[src/design/tbpsm_pkg.sv]
// What this block does
// - Three shared pins: transmit, receive, serial clock
// - Direction bit one drives, zero receives
// - Direction register write-only, reserved bits read one
// - Reset and hardware standby load 0xF8
// - Software standby keeps both registers
// - Software standby drops serial, pins revert
// - Data bits 2..0 stored; 7..3 read one
// - Port read: output data or live pin
// - Same pin choices in every chip mode
// - Serial function overrides direction bit
// - Pin 2 clock in/out per clock enables
// - Pin 1 receive, pin 0 transmit when enabled
package tbpsm_pkg;

  localparam int PORT_W = 3;
  localparam int ADDR_W = 20;

  // Printed offsets are register indices; bytes sit four apart
  localparam logic [15:0] PIN_DIR_IDX  = 16'hFFB8;
  localparam logic [15:0] PIN_OUT_IDX  = 16'hFFBA;
  localparam logic [ADDR_W-1:0] PIN_DIR_ADDR = {2'b00, PIN_DIR_IDX, 2'b00};
  localparam logic [ADDR_W-1:0] PIN_OUT_ADDR = {2'b00, PIN_OUT_IDX, 2'b00};

  localparam logic [7:0] PORT_RST     = 8'hF8;
  localparam logic [4:0] RSV_ONES     = 5'h1F;
  localparam logic [7:0] DIR_READ_VAL = 8'hFF;
  localparam int         RSV_LSB      = 3;

  localparam logic [1:0] RESP_OKAY   = 2'h0;
  localparam logic [1:0] RESP_SLVERR = 2'h2;

  // Controls owned by the serial channel, same clock
  typedef struct packed {
    logic sync_mode;
    logic clock_enable_1;
    logic clock_enable_0;
    logic receive_enable_bit;
    logic transmit_enable_bit;
  } tbpsm_ser_t;

endpackage

[src/design/tbpsm_top.sv]
// Decided for this implementation: the AXI4-Lite register port.
`timescale 1ns/1ps
`default_nettype none
module tbpsm_top (
  // Clock and reset
  input  wire logic                         aclk,
  input  wire logic                         aresetn,
  // AXI4-Lite write address
  input  wire logic [tbpsm_pkg::ADDR_W-1:0] s_axi_awaddr,
  input  wire logic                         s_axi_awvalid,
  output var  logic                         s_axi_awready,
  // AXI4-Lite write data
  input  wire logic [31:0]                  s_axi_wdata,
  input  wire logic [3:0]                   s_axi_wstrb,
  input  wire logic                         s_axi_wvalid,
  output var  logic                         s_axi_wready,
  // AXI4-Lite write response
  output var  logic [1:0]                   s_axi_bresp,
  output var  logic                         s_axi_bvalid,
  input  wire logic                         s_axi_bready,
  // AXI4-Lite read address
  input  wire logic [tbpsm_pkg::ADDR_W-1:0] s_axi_araddr,
  input  wire logic                         s_axi_arvalid,
  output var  logic                         s_axi_arready,
  // AXI4-Lite read data
  output var  logic [31:0]                  s_axi_rdata,
  output var  logic [1:0]                   s_axi_rresp,
  output var  logic                         s_axi_rvalid,
  input  wire logic                         s_axi_rready,
  // Power state
  input  wire logic                         hw_standby,
  input  wire logic                         sw_standby,
  // Serial channel side
  input  wire tbpsm_pkg::tbpsm_ser_t        ser_ctl,
  input  wire logic                         ser_txd,
  input  wire logic                         ser_sck_out,
  output var  logic                         serial_receive_pin,
  output var  logic                         serial_clock_pin,
  output var  logic                         ser_reset,
  // Pads
  input  wire logic [tbpsm_pkg::PORT_W-1:0] pin_in,
  output var  logic [tbpsm_pkg::PORT_W-1:0] pin_out,
  output var  logic [tbpsm_pkg::PORT_W-1:0] pin_oe
);
  import tbpsm_pkg::*;

  logic [PORT_W-1:0] dir_r;
  logic [PORT_W-1:0] dr_r;
  logic [PORT_W-1:0] sync1_r;
  logic [PORT_W-1:0] sync2_r;
  logic [PORT_W-1:0] sync3_r;
  logic [PORT_W-1:0] pin_lvl_r;
  logic [PORT_W-1:0] oe_nxt;
  logic [PORT_W-1:0] out_nxt;
  logic [PORT_W-1:0] port_rd;

  logic              aw_held_r;
  logic              w_held_r;
  logic [ADDR_W-1:0] aw_addr_r;
  logic [7:0]        wdata_r;
  logic              wstrb0_r;
  logic              wr_en;
  logic              wr_dir;
  logic              wr_dr;
  logic              rd_dir;
  logic              rd_dr;

  logic              tx_act;
  logic              rx_act;
  logic              sck_in_act;
  logic              sck_out_act;

  // Chip operating mode has no input at all
  // Software standby resets the channel, so ownership drops
  assign tx_act      = ser_ctl.transmit_enable_bit & ~sw_standby;
  assign rx_act      = ser_ctl.receive_enable_bit & ~sw_standby;
  assign sck_in_act  = ser_ctl.clock_enable_1 & ~sw_standby;
  assign sck_out_act = ~ser_ctl.clock_enable_1 & ~sw_standby &
                       (ser_ctl.sync_mode | ser_ctl.clock_enable_0);

  // Pad input synchronisers, filtered on stage agreement
  genvar gi;
  generate
    for (gi = 0; gi < PORT_W; gi++) begin : g_pin
      always_ff @(posedge aclk) begin
        if (!aresetn) begin
          sync1_r[gi]   <= 1'b0;
          sync2_r[gi]   <= 1'b0;
          sync3_r[gi]   <= 1'b0;
          pin_lvl_r[gi] <= 1'b0;
        end else begin
          sync1_r[gi] <= pin_in[gi];
          sync2_r[gi] <= sync1_r[gi];
          sync3_r[gi] <= sync2_r[gi];
          if (sync2_r[gi] == sync3_r[gi]) begin
            pin_lvl_r[gi] <= sync3_r[gi];
          end
        end
      end
      // Output pins read back the stored bit
      assign port_rd[gi] = dir_r[gi] ? dr_r[gi] : pin_lvl_r[gi];
    end
  endgenerate

  // Pin function select, serial first
  always_comb begin
    oe_nxt  = dir_r;
    out_nxt = dr_r;
    if (tx_act) begin
      oe_nxt[0]  = 1'b1;
      out_nxt[0] = ser_txd;
    end
    if (rx_act) begin
      oe_nxt[1] = 1'b0;
    end
    if (sck_in_act) begin
      oe_nxt[2] = 1'b0;
    end else if (sck_out_act) begin
      oe_nxt[2]  = 1'b1;
      out_nxt[2] = ser_sck_out;
    end
  end

  always_ff @(posedge aclk) begin
    if (!aresetn) begin
      pin_oe  <= '0;
      pin_out <= '0;
    end else begin
      pin_oe  <= oe_nxt;
      pin_out <= out_nxt;
    end
  end

  // Serial inputs are seen even when the pin is not theirs
  always_ff @(posedge aclk) begin
    if (!aresetn) begin
      serial_receive_pin <= 1'b0;
      serial_clock_pin   <= 1'b0;
      ser_reset          <= 1'b1;
    end else begin
      serial_receive_pin <= pin_lvl_r[1];
      serial_clock_pin   <= pin_lvl_r[2];
      ser_reset          <= sw_standby | hw_standby;
    end
  end

  // Write channel: address and data accepted in either order
  assign wr_en  = aw_held_r & w_held_r & ~s_axi_bvalid;
  assign wr_dir = aw_addr_r[ADDR_W-1:2] == PIN_DIR_ADDR[ADDR_W-1:2];
  assign wr_dr  = aw_addr_r[ADDR_W-1:2] == PIN_OUT_ADDR[ADDR_W-1:2];

  always_ff @(posedge aclk) begin
    if (!aresetn) begin
      aw_held_r     <= 1'b0;
      aw_addr_r     <= '0;
      s_axi_awready <= 1'b1;
    end else if (s_axi_awvalid && s_axi_awready) begin
      aw_held_r     <= 1'b1;
      aw_addr_r     <= s_axi_awaddr;
      s_axi_awready <= 1'b0;
    end else if (wr_en) begin
      aw_held_r <= 1'b0;
    end else if (s_axi_bvalid && s_axi_bready) begin
      s_axi_awready <= 1'b1;
    end
  end

  always_ff @(posedge aclk) begin
    if (!aresetn) begin
      w_held_r     <= 1'b0;
      wdata_r      <= '0;
      wstrb0_r     <= 1'b0;
      s_axi_wready <= 1'b1;
    end else if (s_axi_wvalid && s_axi_wready) begin
      w_held_r     <= 1'b1;
      wdata_r      <= s_axi_wdata[7:0];
      wstrb0_r     <= s_axi_wstrb[0];
      s_axi_wready <= 1'b0;
    end else if (wr_en) begin
      w_held_r <= 1'b0;
    end else if (s_axi_bvalid && s_axi_bready) begin
      s_axi_wready <= 1'b1;
    end
  end

  always_ff @(posedge aclk) begin
    if (!aresetn) begin
      s_axi_bvalid <= 1'b0;
      s_axi_bresp  <= RESP_OKAY;
    end else if (wr_en) begin
      s_axi_bvalid <= 1'b1;
      s_axi_bresp  <= (wr_dir | wr_dr) ? RESP_OKAY : RESP_SLVERR;
    end else if (s_axi_bready) begin
      s_axi_bvalid <= 1'b0;
    end
  end

  // Reserved bits are not stored; software standby keeps state, hardware standby reloads the reset value
  always_ff @(posedge aclk) begin
    if (!aresetn || hw_standby) begin
      dir_r <= PORT_RST[PORT_W-1:0];
    end else if (wr_en && wr_dir && wstrb0_r) begin
      dir_r <= wdata_r[PORT_W-1:0];
    end
  end

  always_ff @(posedge aclk) begin
    if (!aresetn || hw_standby) begin
      dr_r <= PORT_RST[PORT_W-1:0];
    end else if (wr_en && wr_dr && wstrb0_r) begin
      dr_r <= wdata_r[PORT_W-1:0];
    end
  end

  // Read channel: one read at a time, answered one edge later
  assign rd_dir = s_axi_araddr[ADDR_W-1:2] == PIN_DIR_ADDR[ADDR_W-1:2];
  assign rd_dr  = s_axi_araddr[ADDR_W-1:2] == PIN_OUT_ADDR[ADDR_W-1:2];

  always_ff @(posedge aclk) begin
    if (!aresetn) begin
      s_axi_arready <= 1'b1;
      s_axi_rvalid  <= 1'b0;
      s_axi_rdata   <= '0;
      s_axi_rresp   <= RESP_OKAY;
    end else if (s_axi_arvalid && s_axi_arready) begin
      s_axi_arready <= 1'b0;
      s_axi_rvalid  <= 1'b1;
      s_axi_rresp   <= RESP_OKAY;
      s_axi_rdata   <= '0;
      if (rd_dir) begin
        // Write-only: the value means nothing, low byte reads all ones, upper bytes zero
        s_axi_rdata[7:0] <= DIR_READ_VAL;
      end else if (rd_dr) begin
        s_axi_rdata[7:0] <= {RSV_ONES, port_rd};
      end else begin
        s_axi_rresp <= RESP_SLVERR;
      end
    end else if (s_axi_rvalid && s_axi_rready) begin
      s_axi_rvalid  <= 1'b0;
      s_axi_arready <= 1'b1;
    end
  end

  property p_rx_input;
    @(posedge aclk) disable iff (!aresetn)
    rx_act |=> !pin_oe[1];
  endproperty
  a_rx_input: assert property (p_rx_input)
    else $error("receive pin driven while receive enabled");

  property p_tx_drive;
    @(posedge aclk) disable iff (!aresetn)
    tx_act |=> pin_oe[0] && (pin_out[0] == $past(ser_txd));
  endproperty
  a_tx_drive: assert property (p_tx_drive)
    else $error("transmit pin not carrying serial data");

  property p_sck_in;
    @(posedge aclk) disable iff (!aresetn)
    sck_in_act |=> !pin_oe[2];
  endproperty
  a_sck_in: assert property (p_sck_in)
    else $error("clock pin driven while clock is an input");

  property p_sck_out;
    @(posedge aclk) disable iff (!aresetn)
    sck_out_act |=> pin_oe[2] && (pin_out[2] == $past(ser_sck_out));
  endproperty
  a_sck_out: assert property (p_sck_out)
    else $error("clock pin not driving serial clock");

  property p_gpio_bit0;
    @(posedge aclk) disable iff (!aresetn)
    !tx_act |=> pin_oe[0] == $past(dir_r[0]) &&
                (!pin_oe[0] || pin_out[0] == $past(dr_r[0]));
  endproperty
  a_gpio_bit0: assert property (p_gpio_bit0)
    else $error("general pin does not follow its registers");

  property p_reset_val;
    @(posedge aclk)
    !aresetn |=> dir_r == PORT_RST[PORT_W-1:0] &&
                 dr_r == PORT_RST[PORT_W-1:0] && pin_oe == '0;
  endproperty
  a_reset_val: assert property (p_reset_val)
    else $error("registers not at reset value after reset");

  property p_hw_standby;
    @(posedge aclk) disable iff (!aresetn)
    hw_standby |=> dir_r == '0 && dr_r == '0 ##1 !pin_oe[1];
  endproperty
  a_hw_standby: assert property (p_hw_standby)
    else $error("hardware standby did not clear direction");

  property p_sw_keep;
    @(posedge aclk) disable iff (!aresetn)
    sw_standby && !hw_standby && !wr_en |=> $stable(dir_r) && $stable(dr_r);
  endproperty
  a_sw_keep: assert property (p_sw_keep)
    else $error("registers changed in software standby");

  property p_sw_revert;
    @(posedge aclk) disable iff (!aresetn)
    sw_standby |=> ser_reset && pin_oe == $past(dir_r);
  endproperty
  a_sw_revert: assert property (p_sw_revert)
    else $error("pins not returned to general use in standby");

  property p_rd_rsv;
    @(posedge aclk) disable iff (!aresetn)
    s_axi_arvalid && s_axi_arready && rd_dr |=>
      s_axi_rvalid && s_axi_rdata[7:RSV_LSB] == RSV_ONES;
  endproperty
  a_rd_rsv: assert property (p_rd_rsv)
    else $error("reserved data bits did not read as one");

  property p_rd_dir;
    @(posedge aclk) disable iff (!aresetn)
    s_axi_arvalid && s_axi_arready && rd_dir |=>
      s_axi_rdata[7:0] == DIR_READ_VAL;
  endproperty
  a_rd_dir: assert property (p_rd_dir)
    else $error("direction read did not return all ones");

endmodule
`default_nettype wire

[config.mk]
export PLATFORM = sky130hd
export DESIGN_NAME = tbpsm_top
export DESIGN_NICKNAME = d
export VERILOG_FILES = /design/src/design/tbpsm_pkg.sv /design/src/design/tbpsm_top.sv
export SDC_FILE = /design/constraint.sdc
export NUM_CORES = 1
export LEC_CHECK = 0
export BUFFER_PORTS_ARGS = -buffer_cell sky130_fd_sc_hd__buf_2
export CORE_MARGIN = 2
export CORE_UTILIZATION = 30
export CTS_CLUSTER_SIZE = 14
export DETAILED_ROUTE_END_ITERATION = 10
export HOLD_SLACK_MARGIN = 0.05
export PLACE_DENSITY_LB_ADDON = 0.25
export SYNTH_ARGS = -nofsm -noshare
export SYNTH_HDL_FRONTEND = slang
export SYNTH_SLANG_ARGS = --single-unit
[constraint.sdc]
create_clock -name aclk -period 1.7 [get_ports aclk]
set_input_delay 0.17 -clock aclk [delete_from_list [all_inputs] [get_ports aclk]]
set_output_delay 0.17 -clock aclk [all_outputs]
set_load 0.02 [all_outputs]
==> flow_results.xml <==
<?xml version="1.0" encoding="UTF-8"?>
<metrics>
  <group name="synth">
    <metric name="combinational_family_with_the_most_area_after_synthesis" unit="">simple AND/OR/NAND/NOR gates</metric>
    <metric name="synth-compound-area-share" unit="">0.166</metric>
    <metric name="synth_area_in_simple_gates" unit="">0.226</metric>
    <metric name="synth.cell_area" unit="mm2">0.00261</metric>
    <metric name="synth_cell_types" unit="">37</metric>
    <metric name="avgSynthCellArea" unit="um2">9.33</metric>
    <metric name="postSynthRegisterBits" unit="">62</metric>
    <metric name="synth.top_cells.by_count" unit="">sky130_fd_sc_hd__dfxtp_1 (62), sky130_fd_sc_hd__nand2_1 (51), sky130_fd_sc_hd__buf_4 (30)</metric>
    <metric name="synthesized_instance_count" unit="">280</metric>
    <metric name="yosys.cell_count.top_type" unit="">sky130_fd_sc_hd__dfxtp_1</metric>
    <metric name="yosys.area_share.adder" unit="">0</metric>
    <metric name="synth-edff-count" unit="">0</metric>
    <metric name="synthFlopType" unit="">sky130_fd_sc_hd__dfxtp_1</metric>
    <metric name="synth.top_cell.area_share" unit="">0.475</metric>
    <metric name="synthArstFlopShare" unit="">0</metric>
    <metric name="synth_seq_area_share" unit="">0.475</metric>
    <metric name="post_synth_main_area_contributors" unit="">sky130_fd_sc_hd__dfxtp_1 (48%), sky130_fd_sc_hd__buf_4 (8.6%), sky130_fd_sc_hd__nand2_1 (7.3%), sky130_fd_sc_hd__a21boi_1 (5.2%), sky130_fd_sc_hd__a21boi_0 (4.0%)</metric>
    <metric name="post_synth_xor_area_fraction" unit="">0</metric>
    <metric name="number_of_warning_messages_in_the_yosys_log" unit="">0</metric>
    <metric name="post_synth_mux_area_share" unit="">0.0192</metric>
    <metric name="synth.largest_area_cell" unit="">sky130_fd_sc_hd__dfxtp_1</metric>
  </group>
  <group name="final_layout">
    <metric name="final_nets" unit="">463</metric>
    <metric name="layoutNonFillerInstCount" unit="">481</metric>
    <metric name="flow.area_growth_from_synthesis" unit="%">25.6</metric>
    <metric name="insertedDiodeCount" unit="">0</metric>
    <metric name="drive_above_1_share" unit="">0.300</metric>
  </group>
  <group name="power_and_ir_drop">
    <metric name="power.clock.fraction" unit="">0.424</metric>
    <metric name="switching_power_total" unit="uW">787</metric>
    <metric name="switching_share" unit="">0.242</metric>
    <metric name="totalPowerFinal" unit="uW">3260</metric>
    <metric name="vdd.ir_drop.worst" unit="mV">0.375</metric>
    <metric name="leakage" unit="uW">0.00146</metric>
    <metric name="cellPowerDensity" unit="mW/mm2">992</metric>
    <metric name="intPower" unit="uW">2470</metric>
    <metric name="p_seq_frac" unit="">0.476</metric>
    <metric name="power_frac_comb" unit="">0.100</metric>
  </group>
  <group name="floorplan">
    <metric name="fp.dieH" unit="um">97.3</metric>
    <metric name="placementRows" unit="">34</metric>
    <metric name="number_of_primary_i_o_pins" unit="">145</metric>
    <metric name="start_util" unit="">0.304</metric>
    <metric name="core" unit="mm2">0.00859</metric>
    <metric name="floorplan.die_area" unit="mm2">0.00947</metric>
    <metric name="die_width" unit="um">97.3</metric>
  </group>
  <group name="sta">
    <metric name="timing.setup.tns" unit="ps">0</metric>
    <metric name="final-hold-violation-count" unit="">0</metric>
    <metric name="setup_violations" unit="">0</metric>
    <metric name="clock-skew-final" unit="ps">10.8</metric>
    <metric name="max_clock_freq" unit="MHz">651</metric>
    <metric name="worst_slack" unit="ps">165</metric>
    <metric name="setup_repair_after_global_routing_missed_its_margin" unit="">false</metric>
    <metric name="finalCritPeriodShare" unit="">0.903</metric>
    <metric name="period_minus_slack" unit="ps">1540</metric>
    <metric name="max-slew-margin-rel" unit="">0.595</metric>
    <metric name="final_max_slew_viol_count" unit="">0</metric>
    <metric name="tightest_slew" unit="ps">606</metric>
  </group>
  <group name="clocking">
    <metric name="clock_tree.buffer_depth" unit="">2</metric>
    <metric name="cts_setup_buffers" unit="">0</metric>
    <metric name="cts_made_buffers" unit="">9</metric>
    <metric name="cts_tree" unit="">done</metric>
    <metric name="cts_hold_buffers" unit="">5</metric>
    <metric name="htreeDepth" unit="">3</metric>
    <metric name="cts.sinks" unit="">62</metric>
    <metric name="clock_tree.root_cell" unit="">sky130_fd_sc_hd__clkbuf_8</metric>
    <metric name="clkSlewWorstSetupHoldPaths" unit="ps">70</metric>
    <metric name="worst_skew_pair.late_latency" unit="ps">330</metric>
    <metric name="post_cts.resized_instances" unit="">0</metric>
  </group>
  <group name="worst_setup_path">
    <metric name="worstPathCellList" unit="">nand3b_4, or4_4, o21ai_1, a21oi_1</metric>
    <metric name="timing.critical_path.fanout_max" unit="">7</metric>
    <metric name="rr_worst_depth" unit="">4</metric>
    <metric name="worst_path_largest_cell_delay" unit="ps">590</metric>
    <metric name="path_class" unit="">flop to flop</metric>
    <metric name="timing.critical_path.slowest_stage_cell" unit="">sky130_fd_sc_hd__or4_4</metric>
    <metric name="endpoint_kind" unit="">flop</metric>
    <metric name="setup.worst_path.start_class" unit="">flop</metric>
    <metric name="cp_data_arrival_time" unit="ps">1740</metric>
    <metric name="critPathRequiredTime" unit="ps">1900</metric>
  </group>
  <group name="route">
    <metric name="overall_via_count_from_detail_route" unit="">2087</metric>
    <metric name="firstDrtPassIters" unit="">4</metric>
    <metric name="finalWirelength" unit="mm">5.27</metric>
    <metric name="initialDrtViolationCount" unit="">29</metric>
    <metric name="average_detailed_routed_wire_length_per_instance" unit="um">10.9</metric>
    <metric name="route.antenna.remaining_nets" unit="">0</metric>
    <metric name="remaining_drcs" unit="">0</metric>
    <metric name="vias_per_cell" unit="">4.34</metric>
  </group>
  <group name="grt">
    <metric name="track_usage" unit="">0.113</metric>
    <metric name="number_of_global_route_vias_before_repair" unit="">1898</metric>
    <metric name="groute.layer.met2.usage" unit="">0.181</metric>
    <metric name="global_route.overflow_total" unit="">0</metric>
    <metric name="globalRouteMet3Util" unit="">0.0482</metric>
    <metric name="busiest_layer" unit="">met2</metric>
    <metric name="grt_antenna_before_repair" unit="">0</metric>
    <metric name="grt.met1_usage" unit="">0.141</metric>
    <metric name="grt_start_max_net_pins" unit="">25</metric>
    <metric name="grt_first_pass_wirelength" unit="mm">8.62</metric>
  </group>
  <group name="placed_design">
    <metric name="place.detailed.hpwl" unit="mm">4.02</metric>
    <metric name="buffers_added_on_ports" unit="">82</metric>
    <metric name="place_worst_setup_slack" unit="ps">172</metric>
    <metric name="place_congestion" unit="">0.722</metric>
    <metric name="placed_cells" unit="">459</metric>
  </group>
  <group name="min_path">
    <metric name="worst_hold_path.num_cells" unit="">3</metric>
    <metric name="min-delay-path-class" unit="">primary input to flop</metric>
  </group>
  <group name="status">
    <metric name="run_status" unit="">finished clean</metric>
  </group>
  <group name="job">
    <metric name="timing.max_cap.violations" unit="">0</metric>
  </group>
</metrics>
-- layout make-up --
cell class | count | area, um2
inverter | 7 | 26.3
timing repair buffer | 91 | 493
clock inverter | 6 | 86.3
tap | 108 | 135
multi-input combinational | 197 | 1170
clock buffer | 10 | 128
sequential | 62 | 1240
fill | 913 | 5310
-- kinds of logic (layout without fill, tap and decap cells) --
| family | Yosys count | after routing |
|---|---|---|
| buf+inv | 46 | 114 |
| compound gates | 65 | 65 |
| mux | 5 | 5 |
| other cells | 1 | 26 |
| flops | 62 | 62 |
| simple gates | 101 | 101 |
-- stage by stage --
stage	instance area, um2	utilization	hold slack, ps
6_report	3280	0.382	67.3
5_1_grt	3280	0.382	57.8
4_1_cts	3270	0.381	50.4
3_5_place_dp	3010	0.350	358
3_3_place_gp	3010	0.350	359
2_1_floorplan	2710	-	261
-- power by group through the flow --
stage / sequential [uW] / combinational [uW] / clock (uW)
after floorplan: 1600 / 228 / 0
after global placement: 1580 / 314 / 0
after detailed placement: 1580 / 318 / 0
after CTS: 1550 / 327 / 1430
after global routing: 1560 / 362 / 1500
final: 1550 / 324 / 1380
-- worst max-delay path: cells and delay by family (launching register included) --
family           cells  cell delay, ps
flip-flops           1             380
AO/OA/AOI/OAI        2             220
AND/OR/NAND/NOR      2             800
-- layer usage --
metal | up-vias | share of wire
li1 | 1067 | -
met1 | 950 | 0.45
met2 | 62 | 0.48
met3 | 8 | 0.064
met4 | 0 | 0.011
met5 | - | 0
-- placed cells by master (no fill, tap or decap), types with 2 or more instances in the layout --
| master | n |
|---|---|
| sky130_fd_sc_hd__nand2_1 | 51 |
| sky130_fd_sc_hd__a21oi_1 | 10 |
| sky130_fd_sc_hd__clkbuf_8 | 9 |
| sky130_fd_sc_hd__dlygate4sd3_1 | 6 |
| sky130_fd_sc_hd__conb_1 | 26 |
| sky130_fd_sc_hd__o21ai_1 | 6 |
| sky130_fd_sc_hd__nor4_4 | 2 |
| sky130_fd_sc_hd__dfxtp_1 | 62 |
| sky130_fd_sc_hd__a21boi_1 | 18 |
| sky130_fd_sc_hd__nand2b_1 | 4 |
| sky130_fd_sc_hd__a21boi_0 | 14 |
| sky130_fd_sc_hd__nor2_1 | 2 |
| sky130_fd_sc_hd__and2_1 | 13 |
| sky130_fd_sc_hd__a32o_1 | 3 |
| sky130_fd_sc_hd__o21ai_0 | 10 |
| sky130_fd_sc_hd__mux2i_1 | 5 |
| sky130_fd_sc_hd__or4_4 | 2 |
| sky130_fd_sc_hd__nand3_1 | 6 |
| sky130_fd_sc_hd__o21a_1 | 2 |
| sky130_fd_sc_hd__nand4_1 | 4 |
| sky130_fd_sc_hd__and2_2 | 2 |
| sky130_fd_sc_hd__clkinv_2 | 2 |
| sky130_fd_sc_hd__buf_2 | 82 |
| sky130_fd_sc_hd__nor2b_1 | 5 |
| sky130_fd_sc_hd__inv_1 | 7 |
| sky130_fd_sc_hd__buf_4 | 3 |
| sky130_fd_sc_hd__bufinv_16 | 2 |
-- registers in the layout, indices dropped and copies added, names as in the netlist, 3 cells and up --
name	count
sync2_r	3
pin_out	3
pin_lvl_r	3
pin_oe	3
wdata_r	3
dr_r	3
dir_r	3
sync3_r	3
sync1_r	3
s_axi_rdata	4
aw_addr_r	18
-- final timing paths --
check                  start            to  slack [ps]
min reg2reg       sync1_r[0]    sync2_r[0]         440
max             s_axi_bvalid       dr_r[0]         160
max reg2reg     s_axi_bvalid       dr_r[0]         160
min          s_axi_awaddr[9]  aw_addr_r[9]          70
(Power assumes the default switching activity.)
